File: src/design/lineif_pkg.sv
// Constants, codes and types for the control-mode decode and signal-loss
// detection of the quad line interface.
// Assumes every strap and pin input is already synchronous to clk.
//
// Operation
// - Flag loss on long zero run or density
// - Flag clears itself once density recovers
// - Tri-level strap picks hardware, serial, parallel
// - Two straps pick one of four parallel styles
// - Mux strap: separate or shared address/data bus
// - Hardware mode takes config from config pins
// - Serial mode uses five serial pins only
// - Parallel mode uses parallel bus pin group
// - Host-type strap picks strobe convention
package lineif_pkg;

    localparam int CHANNELS    = 4;
    // Plain defaults: loss criteria are tuned per application
    localparam int ZERO_RUN    = 32;
    localparam int WINDOW_BITS = 32;
    localparam int MIN_ONES    = 4;

    // Tri-level strap as seen by the core: low, mid-supply, high
    localparam logic [1:0] TRI_LOW  = 2'h0;
    localparam logic [1:0] TRI_MID  = 2'h1;
    localparam logic [1:0] TRI_HIGH = 2'h2;

    typedef enum logic [5:0] {
        MODE_HW         = 6'h01,
        MODE_SERIAL     = 6'h02,
        MODE_PAR_SEP_DS = 6'h04,
        MODE_PAR_SEP_RW = 6'h08,
        MODE_PAR_MUX_DS = 6'h10,
        MODE_PAR_MUX_RW = 6'h20
    } ctrl_mode_t;

    localparam ctrl_mode_t MODE_RST   = MODE_HW;
    localparam logic [1:0] JA_RST     = TRI_MID;
    localparam logic       FLAG_RST   = 1'h1;

endpackage

File: src/design/los_if.sv
// Per-channel link between the decode top and a signal-loss detector.
// Assumes bit_en marks one received bit time, one clk cycle wide.
`timescale 1ns/1ns
interface los_if;
    logic bit_en;
    logic bit_one;
    logic flag;
    modport det (input bit_en, input bit_one, output flag);
    modport top (output bit_en, output bit_one, input flag);
endinterface

File: src/design/signal_loss_det.sv
// One channel of signal-loss detection on the recovered bit stream.
// Assumes one received bit per bit_en pulse; clk far faster than bits.
`timescale 1ns/1ns
module signal_loss_det #(
    parameter int ZERO_RUN    = lineif_pkg::ZERO_RUN,
    parameter int WINDOW_BITS = lineif_pkg::WINDOW_BITS,
    parameter int MIN_ONES    = lineif_pkg::MIN_ONES
) (
    // Clock and reset
    input  wire logic clk,
    input  wire logic rst,
    // Bit stream and flag
    los_if.det        lnk
);
    import lineif_pkg::*;

    localparam int RW = $clog2(ZERO_RUN + 1);
    localparam int WW = $clog2(WINDOW_BITS + 1);

    if (ZERO_RUN < 2 || WINDOW_BITS < 2 || MIN_ONES < 1 ||
        MIN_ONES > WINDOW_BITS) begin : g_bad_criteria
        $error("signal_loss_det: unusable loss criteria");
    end

    localparam logic [RW-1:0] RUN_MAX  = RW'(ZERO_RUN);
    localparam logic [WW-1:0] WIN_LAST = WW'(WINDOW_BITS - 1);
    localparam logic [WW-1:0] ONES_MIN = WW'(MIN_ONES);

    logic [RW-1:0] run_ff,  nxt_run;
    logic [WW-1:0] win_ff,  nxt_win;
    logic [WW-1:0] ones_ff, nxt_ones;
    logic          flag_ff, nxt_flag;
    logic          win_end;
    logic [WW-1:0] ones_now;

    always_comb begin
        nxt_run  = run_ff;
        nxt_win  = win_ff;
        nxt_ones = ones_ff;
        nxt_flag = flag_ff;
        win_end  = lnk.bit_en && (win_ff == WIN_LAST);
        ones_now = ones_ff + WW'(lnk.bit_one);
        if (lnk.bit_en) begin
            if (lnk.bit_one) begin
                nxt_run = '0;
            end else if (run_ff != RUN_MAX) begin
                nxt_run = run_ff + RW'(1);
            end
            nxt_win  = win_end ? '0 : win_ff + WW'(1);
            nxt_ones = win_end ? '0 : ones_now;
            // Recovery is judged only on whole windows
            if (win_end && ones_now >= ONES_MIN &&
                run_ff != RUN_MAX) begin
                nxt_flag = 1'b0;
            end
            // Setting wins over a recovery in the same bit
            if (win_end && ones_now < ONES_MIN) begin
                nxt_flag = 1'b1;
            end
            if (!lnk.bit_one && run_ff >= RUN_MAX - RW'(1)) begin
                nxt_flag = 1'b1;
            end
        end
    end

    always_ff @(posedge clk) begin
        if (rst) begin
            run_ff  <= '0;
            win_ff  <= '0;
            ones_ff <= '0;
            flag_ff <= FLAG_RST;
        end else begin
            run_ff  <= nxt_run;
            win_ff  <= nxt_win;
            ones_ff <= nxt_ones;
            flag_ff <= nxt_flag;
        end
    end

    assign lnk.flag = flag_ff;
endmodule

File: src/design/ctrl_mode_decode.sv
// Control-mode strap decode, pin-function routing and per-channel
// signal-loss outputs of the quad line interface.
// Assumes straps are static and all inputs synchronous to clk.
`timescale 1ns/1ns
module ctrl_mode_decode #(
    parameter int CHANNELS    = lineif_pkg::CHANNELS,
    parameter int ZERO_RUN    = lineif_pkg::ZERO_RUN,
    parameter int WINDOW_BITS = lineif_pkg::WINDOW_BITS,
    parameter int MIN_ONES    = lineif_pkg::MIN_ONES
) (
    // Clock and reset
    input  wire logic                   clk,
    input  wire logic                   rst,
    // Mode straps
    input  wire logic [1:0]             ctrl_iface_select,
    input  wire logic                   bus_mux_select,
    input  wire logic                   host_type_select,
    // Hardware configuration pins
    input  wire logic [3:0]             loopback_pins,
    input  wire logic                   line_code_select,
    input  wire logic                   recv_edge_polarity,
    input  wire logic [1:0]             jitter_atten_place,
    input  wire logic                   driver_oe,
    // Received bit streams
    input  wire logic [CHANNELS-1:0]    rx_bit_en,
    input  wire logic [CHANNELS-1:0]    rx_bit_one,
    // Decoded mode
    output lineif_pkg::ctrl_mode_t      ctrl_mode,
    output logic                        strap_fault,
    output logic                        serial_port_en,
    output logic                        par_port_en,
    output logic                        par_mux_bus,
    output logic                        par_rw_strobes,
    // Hardware-mode configuration
    output logic [3:0]                  cfg_loopback,
    output logic                        cfg_ami_code,
    output logic                        cfg_recv_edge,
    output logic [1:0]                  cfg_ja_place,
    output logic                        cfg_driver_oe,
    // Signal-loss outputs
    output logic [CHANNELS-1:0]         signal_absent_flag
);
    import lineif_pkg::*;

    if (CHANNELS < 1 || CHANNELS > 4) begin : g_bad_channels
        $error("ctrl_mode_decode: CHANNELS must be 1 to 4");
    end

    // Straps are sampled once after reset release so that a glitch on a
    // pulled-mid strap cannot move the pin functions mid-operation.
    ctrl_mode_t  mode_ff,    nxt_mode;
    logic        taken_ff,   nxt_taken;
    logic        fault_ff,   nxt_fault;
    ctrl_mode_t  strap_mode;
    logic        strap_bad;

    always_comb begin
        strap_mode = MODE_HW;
        unique case (ctrl_iface_select)
            TRI_LOW:  strap_mode = MODE_HW;
            TRI_MID:  strap_mode = MODE_SERIAL;
            TRI_HIGH: begin
                unique case ({bus_mux_select, host_type_select})
                    2'h0: strap_mode = MODE_PAR_SEP_DS;
                    2'h1: strap_mode = MODE_PAR_SEP_RW;
                    2'h2: strap_mode = MODE_PAR_MUX_DS;
                    2'h3: strap_mode = MODE_PAR_MUX_RW;
                endcase
            end
            // Undefined strap level falls back to pin control
            default:  strap_mode = MODE_HW;
        endcase
        // The board must ground the mux strap outside parallel mode
        strap_bad = bus_mux_select &&
                    ctrl_iface_select != TRI_HIGH;
        nxt_mode  = mode_ff;
        nxt_fault = fault_ff;
        nxt_taken = 1'b1;
        if (!taken_ff) begin
            nxt_mode  = strap_mode;
            nxt_fault = strap_bad;
        end
    end

    always_ff @(posedge clk) begin
        if (rst) begin
            mode_ff  <= MODE_RST;
            taken_ff <= 1'b0;
            fault_ff <= 1'b0;
        end else begin
            mode_ff  <= nxt_mode;
            taken_ff <= nxt_taken;
            fault_ff <= nxt_fault;
        end
    end

    // Pin-function enables follow the latched mode
    logic is_hw;
    logic is_par;
    assign is_hw          = mode_ff == MODE_HW;
    assign is_par         = mode_ff inside {MODE_PAR_SEP_DS, MODE_PAR_SEP_RW,
                                            MODE_PAR_MUX_DS, MODE_PAR_MUX_RW};
    assign ctrl_mode      = mode_ff;
    assign strap_fault    = fault_ff;
    assign serial_port_en = taken_ff && mode_ff == MODE_SERIAL;
    assign par_port_en    = taken_ff && is_par;
    assign par_mux_bus    = taken_ff && mode_ff inside {MODE_PAR_MUX_DS,
                                                        MODE_PAR_MUX_RW};
    assign par_rw_strobes = taken_ff && mode_ff inside {MODE_PAR_SEP_RW,
                                                        MODE_PAR_MUX_RW};

    // Configuration pins are live only under pin control; host modes
    // leave them at neutral values for the register file to override.
    logic [3:0] lp_ff,   nxt_lp;
    logic       ami_ff,  nxt_ami;
    logic       edge_ff, nxt_edge;
    logic [1:0] ja_ff,   nxt_ja;
    logic       oe_ff,   nxt_oe;

    always_comb begin
        nxt_lp   = 4'h0;
        nxt_ami  = 1'b0;
        nxt_edge = 1'b0;
        nxt_ja   = JA_RST;
        nxt_oe   = 1'b0;
        if (taken_ff && is_hw) begin
            nxt_lp   = loopback_pins;
            nxt_ami  = line_code_select;
            nxt_edge = recv_edge_polarity;
            nxt_ja   = (jitter_atten_place == 2'h3) ? JA_RST
                                                    : jitter_atten_place;
            nxt_oe   = driver_oe;
        end
    end

    always_ff @(posedge clk) begin
        if (rst) begin
            lp_ff   <= 4'h0;
            ami_ff  <= 1'b0;
            edge_ff <= 1'b0;
            ja_ff   <= JA_RST;
            oe_ff   <= 1'b0;
        end else begin
            lp_ff   <= nxt_lp;
            ami_ff  <= nxt_ami;
            edge_ff <= nxt_edge;
            ja_ff   <= nxt_ja;
            oe_ff   <= nxt_oe;
        end
    end

    assign cfg_loopback  = lp_ff;
    assign cfg_ami_code  = ami_ff;
    assign cfg_recv_edge = edge_ff;
    assign cfg_ja_place  = ja_ff;
    assign cfg_driver_oe = oe_ff;

    // One detector per channel, no shared state between them
    los_if lif[CHANNELS] ();

    for (genvar g = 0; g < CHANNELS; g++) begin : g_ch
        assign lif[g].bit_en  = rx_bit_en[g];
        assign lif[g].bit_one = rx_bit_one[g];
        assign signal_absent_flag[g] = lif[g].flag;
        signal_loss_det #(
            .ZERO_RUN    (ZERO_RUN),
            .WINDOW_BITS (WINDOW_BITS),
            .MIN_ONES    (MIN_ONES)
        ) u_det (
            .clk (clk),
            .rst (rst),
            .lnk (lif[g])
        );
    end
endmodule

File: config.mk
export PLATFORM = sky130hd
export DESIGN_NAME = ctrl_mode_decode
export DESIGN_NICKNAME = d
export VERILOG_FILES = /design/src/design/lineif_pkg.sv /design/src/design/los_if.sv /design/src/design/signal_loss_det.sv /design/src/design/ctrl_mode_decode.sv
export SDC_FILE = /design/constraint.sdc
export NUM_CORES = 1
export LEC_CHECK = 0
export BUFFER_PORTS_ARGS = -buffer_cell sky130_fd_sc_hd__buf_2
export CORE_ASPECT_RATIO = 0.8
export CORE_MARGIN = 2
export CORE_UTILIZATION = 63
export CTS_BUF_LIST = sky130_fd_sc_hd__clkbuf_16
export DETAILED_ROUTE_END_ITERATION = 16
export GPL_TIMING_DRIVEN = 0
export MAX_ROUTING_LAYER = met4
export PLACE_DENSITY = 0.93
export SETUP_SLACK_MARGIN = 0.3
export SLEW_MARGIN = 20
export SYNTH_ARGS = -nofsm -noshare
export SYNTH_HDL_FRONTEND = slang
export SYNTH_SLANG_ARGS = --single-unit
File: constraint.sdc
create_clock -name clk -period 3.9 [get_ports clk]
set_input_delay 0.585 -clock clk [delete_from_list [all_inputs] [get_ports clk]]
set_output_delay 0.585 -clock clk [all_outputs]
set_load 0.02 [all_outputs]
## After elaboration in Yosys (flattened, before gate mapping)

Index checks and enable logic that the tools add are counted.

- Memories: 0
- Output and inout bits: 24
- Register bits: 93
- Memory bits (writable): 0
- Memory bits (read-only): 0
- Latch bits: 0

- Equality and inequality tests: 21
- Div/mod/pow operators: 0
- Shift operators: 0
- Multiplexer cells: 31
- Bitwise logic cells: 1
- Add/subtract/negate cells: 12
- Order comparisons: 12
- Multipliers: 0
- Reductions and logical operators: 52

Operators by type and width:

| cell | count |
|---|---|
| two-way mux 6 bit | 16 |
| adder 6 x 1 -> 6 bit (second input constant) | 8 |
| equality test 6 x 5 -> 1 bit (second input constant) | 5 |
| logical AND 1 bit | 26 |
| adder 6 x 1 -> 6 bit | 4 |
| >= comparator 6 x 3 -> 1 bit (second input constant) | 4 |
| >= comparator 6 x 5 -> 1 bit (second input constant) | 4 |
| < comparator 6 x 3 -> 1 bit (second input constant) | 4 |
| inequality test 6 bit (second input constant) | 4 |
| one-hot mux 6 bit (4 select lines) | 1 |
| AND reduction 2 bit | 8 |
| two-way mux 1 bit | 13 |
| one-hot mux 6 bit (2 select lines) | 1 |
| nonzero test 2 bit | 6 |
| nonzero test 3 bit | 4 |
| equality test 2 bit (second input constant) | 4 |
| equality test 6 x 1 -> 1 bit (second input constant) | 1 |
| equality test 6 x 2 -> 1 bit (second input constant) | 1 |
| equality test 6 x 3 -> 1 bit (second input constant) | 1 |
| equality test 6 x 4 -> 1 bit (second input constant) | 1 |
| equality test 6 bit (second input constant) | 1 |
| equality test 2 x 1 -> 1 bit (second input constant) | 2 |
| logical NOT 1 bit | 4 |
| nonzero test 4 bit | 1 |
| 5 further kinds | 5 |

## Logic depth before layout (Yosys ltp)

- Depth after elaboration: 7
- Gate-level depth with buffers: 6
- Depth with buffers taken out: 6

## Cells and area by module

From an unflattened synthesis, not the netlist that was laid out.

- Cells, all modules: 538
- Area total of the unflattened synthesis: 4673.2 µm²

By module, submodules not included:

| module | seq. area each (µm²) | cells an instance | area each (µm²) | instances |
|---|---|---|---|---|
| signal_loss_det | 380.4 | 117 | 987.2 | 4 |
| ctrl_mode_decode | 340.3 | 70 | 724.4 | 1 |

## Worst setup path after synthesis

Ideal clock, no wire load.

- Path kind: register to output
- Start: register mode_ff[4], in the netlist ctrl_mode[4]
- End: output serial_port_en
- Cell stages (with the launch flop): 5
- Path slack: 1881 ps
- Data required time: 3315 ps
- Data arrival time: 1434 ps
- Path buffers: 1
- Cells stage by stage: dfxtp_1 > buf_2 > nor4_1 > nand2_1 > nor3b_1

- Longest elaborated chain between the ends: 2

Ends and longest elaborated chain:

| what | line | source |
|---|---|---|
| start, declared | ctrl_mode_decode.sv:51 | `ctrl_mode_t mode_ff, nxt_mode;` |
| start signal, assigned | ctrl_mode_decode.sv:91 | `mode_ff <= nxt_mode;` |
| equality test 6 x 2 -> 1 bit | ctrl_mode_decode.sv:105 | `assign serial_port_en = taken_ff && mode_ff == MODE_SERIAL;` |
| logical AND 1 bit | ctrl_mode_decode.sv:105 |  |
| end, declared | ctrl_mode_decode.sv:30 | `output logic serial_port_en,` |

No other way between the ends.

## Final worst setup path

- Start: register taken_ff
- End: output par_mux_bus

- Longest elaborated chain between the ends: 1

Ends and longest elaborated chain:

| what | line | source |
|---|---|---|
| start, declared | ctrl_mode_decode.sv:52 | `logic taken_ff, nxt_taken;` |
| start signal, assigned | ctrl_mode_decode.sv:92 | `taken_ff <= nxt_taken;` |
| logical AND 1 bit | ctrl_mode_decode.sv:107 | `assign par_mux_bus = taken_ff && mode_ff inside {MODE_PAR_MUX_DS,` |
| end, declared | ctrl_mode_decode.sv:32 | `output logic par_mux_bus,` |

No other way between the ends.

==> metrics.txt <==
switching part of the total=about a quarter; Worst Setup End Kind=output port; synthesized area=4600 µm²; Nets=634; Hold Crit Start=jitter_atten_place[0]; Final ANT Viol Nets=0; Mean Syn Cell Area=8.62 µm²; First-pass DRT Iterations=5; Fillers=between 400 and 500; switching pwr=490 µW; Worst Path Arrival=between 1500 and 2000 ps; worst hold stages=2; post-CTS resize count=0; Period minus WS final=around 2200 ps; Max Fanout on Critical Path=10; Rel. slew slack=56.6%; Crit Reg-Reg Startpoint=g_ch[1].u_det.win_ff[0]; Die Wd=99.5 µm; total congestion overflow=0; First DRT Iteration DRCs=206; CP max stage cell=dfxtp_1; Post-Syn Instances=533; final RePlAce weighted congestion=about 0.85; most frequent cells in the layout=dfxtp_1 (93), buf_2 (51), nor2_1 (48), nand2_1 (48), nand3_1 (31); P_int=1.53 mW; IO Port Bufs=45; RSZ-0062 raised after global routing=no; Detail Placement HPWL=7340 µm; post-route cell area=5230 µm²; share of cells above drive strength 1=13.8%; CP max stage delay=350 ps; max-slew violations=0; Yosys reg bits=93; Clock Tree Root=clkbuf_16; placed cell areas=4930 µm²; max frequency=446 MHz; Post-synth EDFFs=0; Routed wire per std cell=between 15 and 20 µm; syn nets=between 500 and 600; Worst Tran Pin Value=647 ps; chip height=80.4 µm; Synth-to-Final Area Change=13.8%; reg2reg path depth=5; YS warnings=0; routed wire length=10,500 µm; P_leak=2.05 nW; Fin. Hold Viols=0; Final TNS setup=0 ps; largest net degree at the start of global routing=17; crit-path cells=buf_2 -> nor2b_1 -> nand2b_1 -> nor4_1 -> buf_2; DR vias=4,186; Sink Count=just over 90; Total Power=2.02 mW; # setup viols final=0; num rows=27; CP Buf/Inv Count=2; initial antenna violation count=0; vias per cell=6.15; Power Density=386 nW/µm²; R2R Path End=g_ch[1].u_det.ones_ff[2]; Synth Flop Type=dfxtp_1; flop2flop setup slack=2160 ps; hold_buf cts=0; Ports=47; Clock power frac=between 40 and 50%; H-tree Lvls=3; CTS buffer count=9; core area=6960 µm²; Final Util=75.1%; Remaining DRCs=0; Initial Utilization=66.0%; vias in the first global route=4,028; CTS clk-pin slew, worst paths=60 ps; TritonCTS clock tree=done; worst path required time=between 3000 and 4000 ps; ant diodes=0; worst vdd ir=261 µV; Bufs on Longest Clock Path=2; outcome=complete, no violations; Flop pwr share=about 49%; commonest non-fill, non-tap cell in the layout=dfxtp_1; Critical Path Most Common Cell=buf_2; sequential area share after synthesis=between 40% and 50%; Clk Latency, worst-skew pair=340 ps; WHS Endpoint=cfg_ja_place[0]; DIE AREA=8000 µm²; Total Routing Usage GR=between 20 and 30%; Setup Buffers After CTS=0; period utilisation layout=57.4%; Worst Skew=about 5.5 ps; CP Launch Type=flip-flop; first-pass GRT wire length=between 15,000 and 20,000 µm; Comb pwr share=7.5%; Crit Path Class=flip-flop to output port; Max-cap violations=0; ys async rst share=0%; Min-Delay Path Class=input port to flip-flop; Top delay family on crit path=simple AND/OR/NAND/NOR gates; post-synth cell types=61
## state kept, by name (all words and copies together), names as in the netlist
name and count:
g_ch.u_det.ones_ff 24, g_ch.u_det.run_ff 24, g_ch.u_det.win_ff 24, ctrl_mode 6, cfg_loopback 4, g_ch.u_det.lnk.flag 4
cfg_ja_place 2, cfg_ami_code 1, cfg_driver_oe 1, cfg_recv_edge 1, strap_fault 1, taken_ff 1
## cells by family after synthesis
| group | count (synthesis) | synth area share [%] |
|---|---|---|
| adder cells (fa/ha/maj) | 22 | 5.99 |
| AO/OA/AOI/OAI | 102 | 14.9 |
| flip-flops | 93 | 40.5 |
| XOR/XNOR | 32 | 6.10 |
| multiplexers | 8 | 1.74 |
| AND/OR/NAND/NOR | 229 | 26.4 |
| buffers and inverters | 47 | 4.33 |
## cell type report
class                      instances  area, µm²  area share (%)
clock inverter                     7       73.8            1.41
inverter                          18       67.6            1.29
timing repair buffer              45        225            4.31
multi-input combinational        393       2530            48.5
clock buffer                       9        225            4.31
sequential                        93       1860            35.6
buffer                            29        131            2.51
tap                               87        109            2.08
## routing by layer
layer | vias to the layer above | track usage (%) | share of wire (%)
met5 | - | - | 0
met4 | 0 | 11.0 | 2.1
met3 | 21 | 6.18 | 4.8
met2 | 111 | 47.9 | 49
met1 | 2026 | 32.2 | 44
li1 | 2028 | - | -
## worst max path at each step
| stage | endpoint | cells past startpoint | start |
|---|---|---|---|
| after floorplan | serial_port_en | 4 | ctrl_mode[4] |
| after global placement | g_ch[0].u_det.lnk.flag | 5 | rst |
| after detailed placement | g_ch[1].u_det.lnk.flag | 6 | rx_bit_one[1] |
| after CTS | par_mux_bus | 5 | taken_ff |
| after global routing | par_mux_bus | 5 | taken_ff |
| final | par_mux_bus | 5 | taken_ff |
## synth_stat cells, drive strengths merged (3+ instances only)
cell / n / area (µm²)
and3: 6 / 37.5
o21ai: 23 / 115
a31oi: 9 / 56.3
nor4: 7 / 43.8
or3: 8 / 50.1
nand4: 17 / 113
a31o: 3 / 26.3
nor3b: 6 / 50.1
inv: 18 / 67.6
nor4b: 4 / 50.1
nand2b: 11 / 68.8
nand3b: 7 / 52.6
dfxtp: 93 / 1860
xnor2: 11 / 96.3
a21boi: 3 / 22.5
clkbuf: 17 / 63.8
nand3: 32 / 165
or3b: 3 / 26.3
mux2i: 8 / 80.1
nand2: 48 / 180
buf: 12 / 67.6
nor2: 48 / 180
a21oi: 28 / 140
and2: 8 / 50.1
xor2: 21 / 184
nor3: 17 / 90.1
a22oi: 6 / 45.0
ha: 22 / 275
a211o: 4 / 35.0
## power groups by stage
stage	combinational (mW)	clock, mW	sequential (mW)
global route	0.168	0.915	0.993
floorplan	0.0903	0	1.02
global placement	0.141	0	1.01
detailed placement	0.149	0	1.01
finish	0.152	0.874	0.990
CTS	0.151	0.878	0.990
## metrics by stage
| stage | worst slack [ps] | cells | hold slack (ps) |
|---|---|---|---|
| global placement | 1870 | 665 | 452 |
| floorplan | 1880 | 533 | 437 |
| finish | 1660 | 681 | 437 |
| CTS | 1680 | 681 | 433 |
| detailed placement | 1860 | 665 | 456 |
| global route | 1500 | 681 | 441 |
Note: power is estimated with default switching activity, not from simulation.
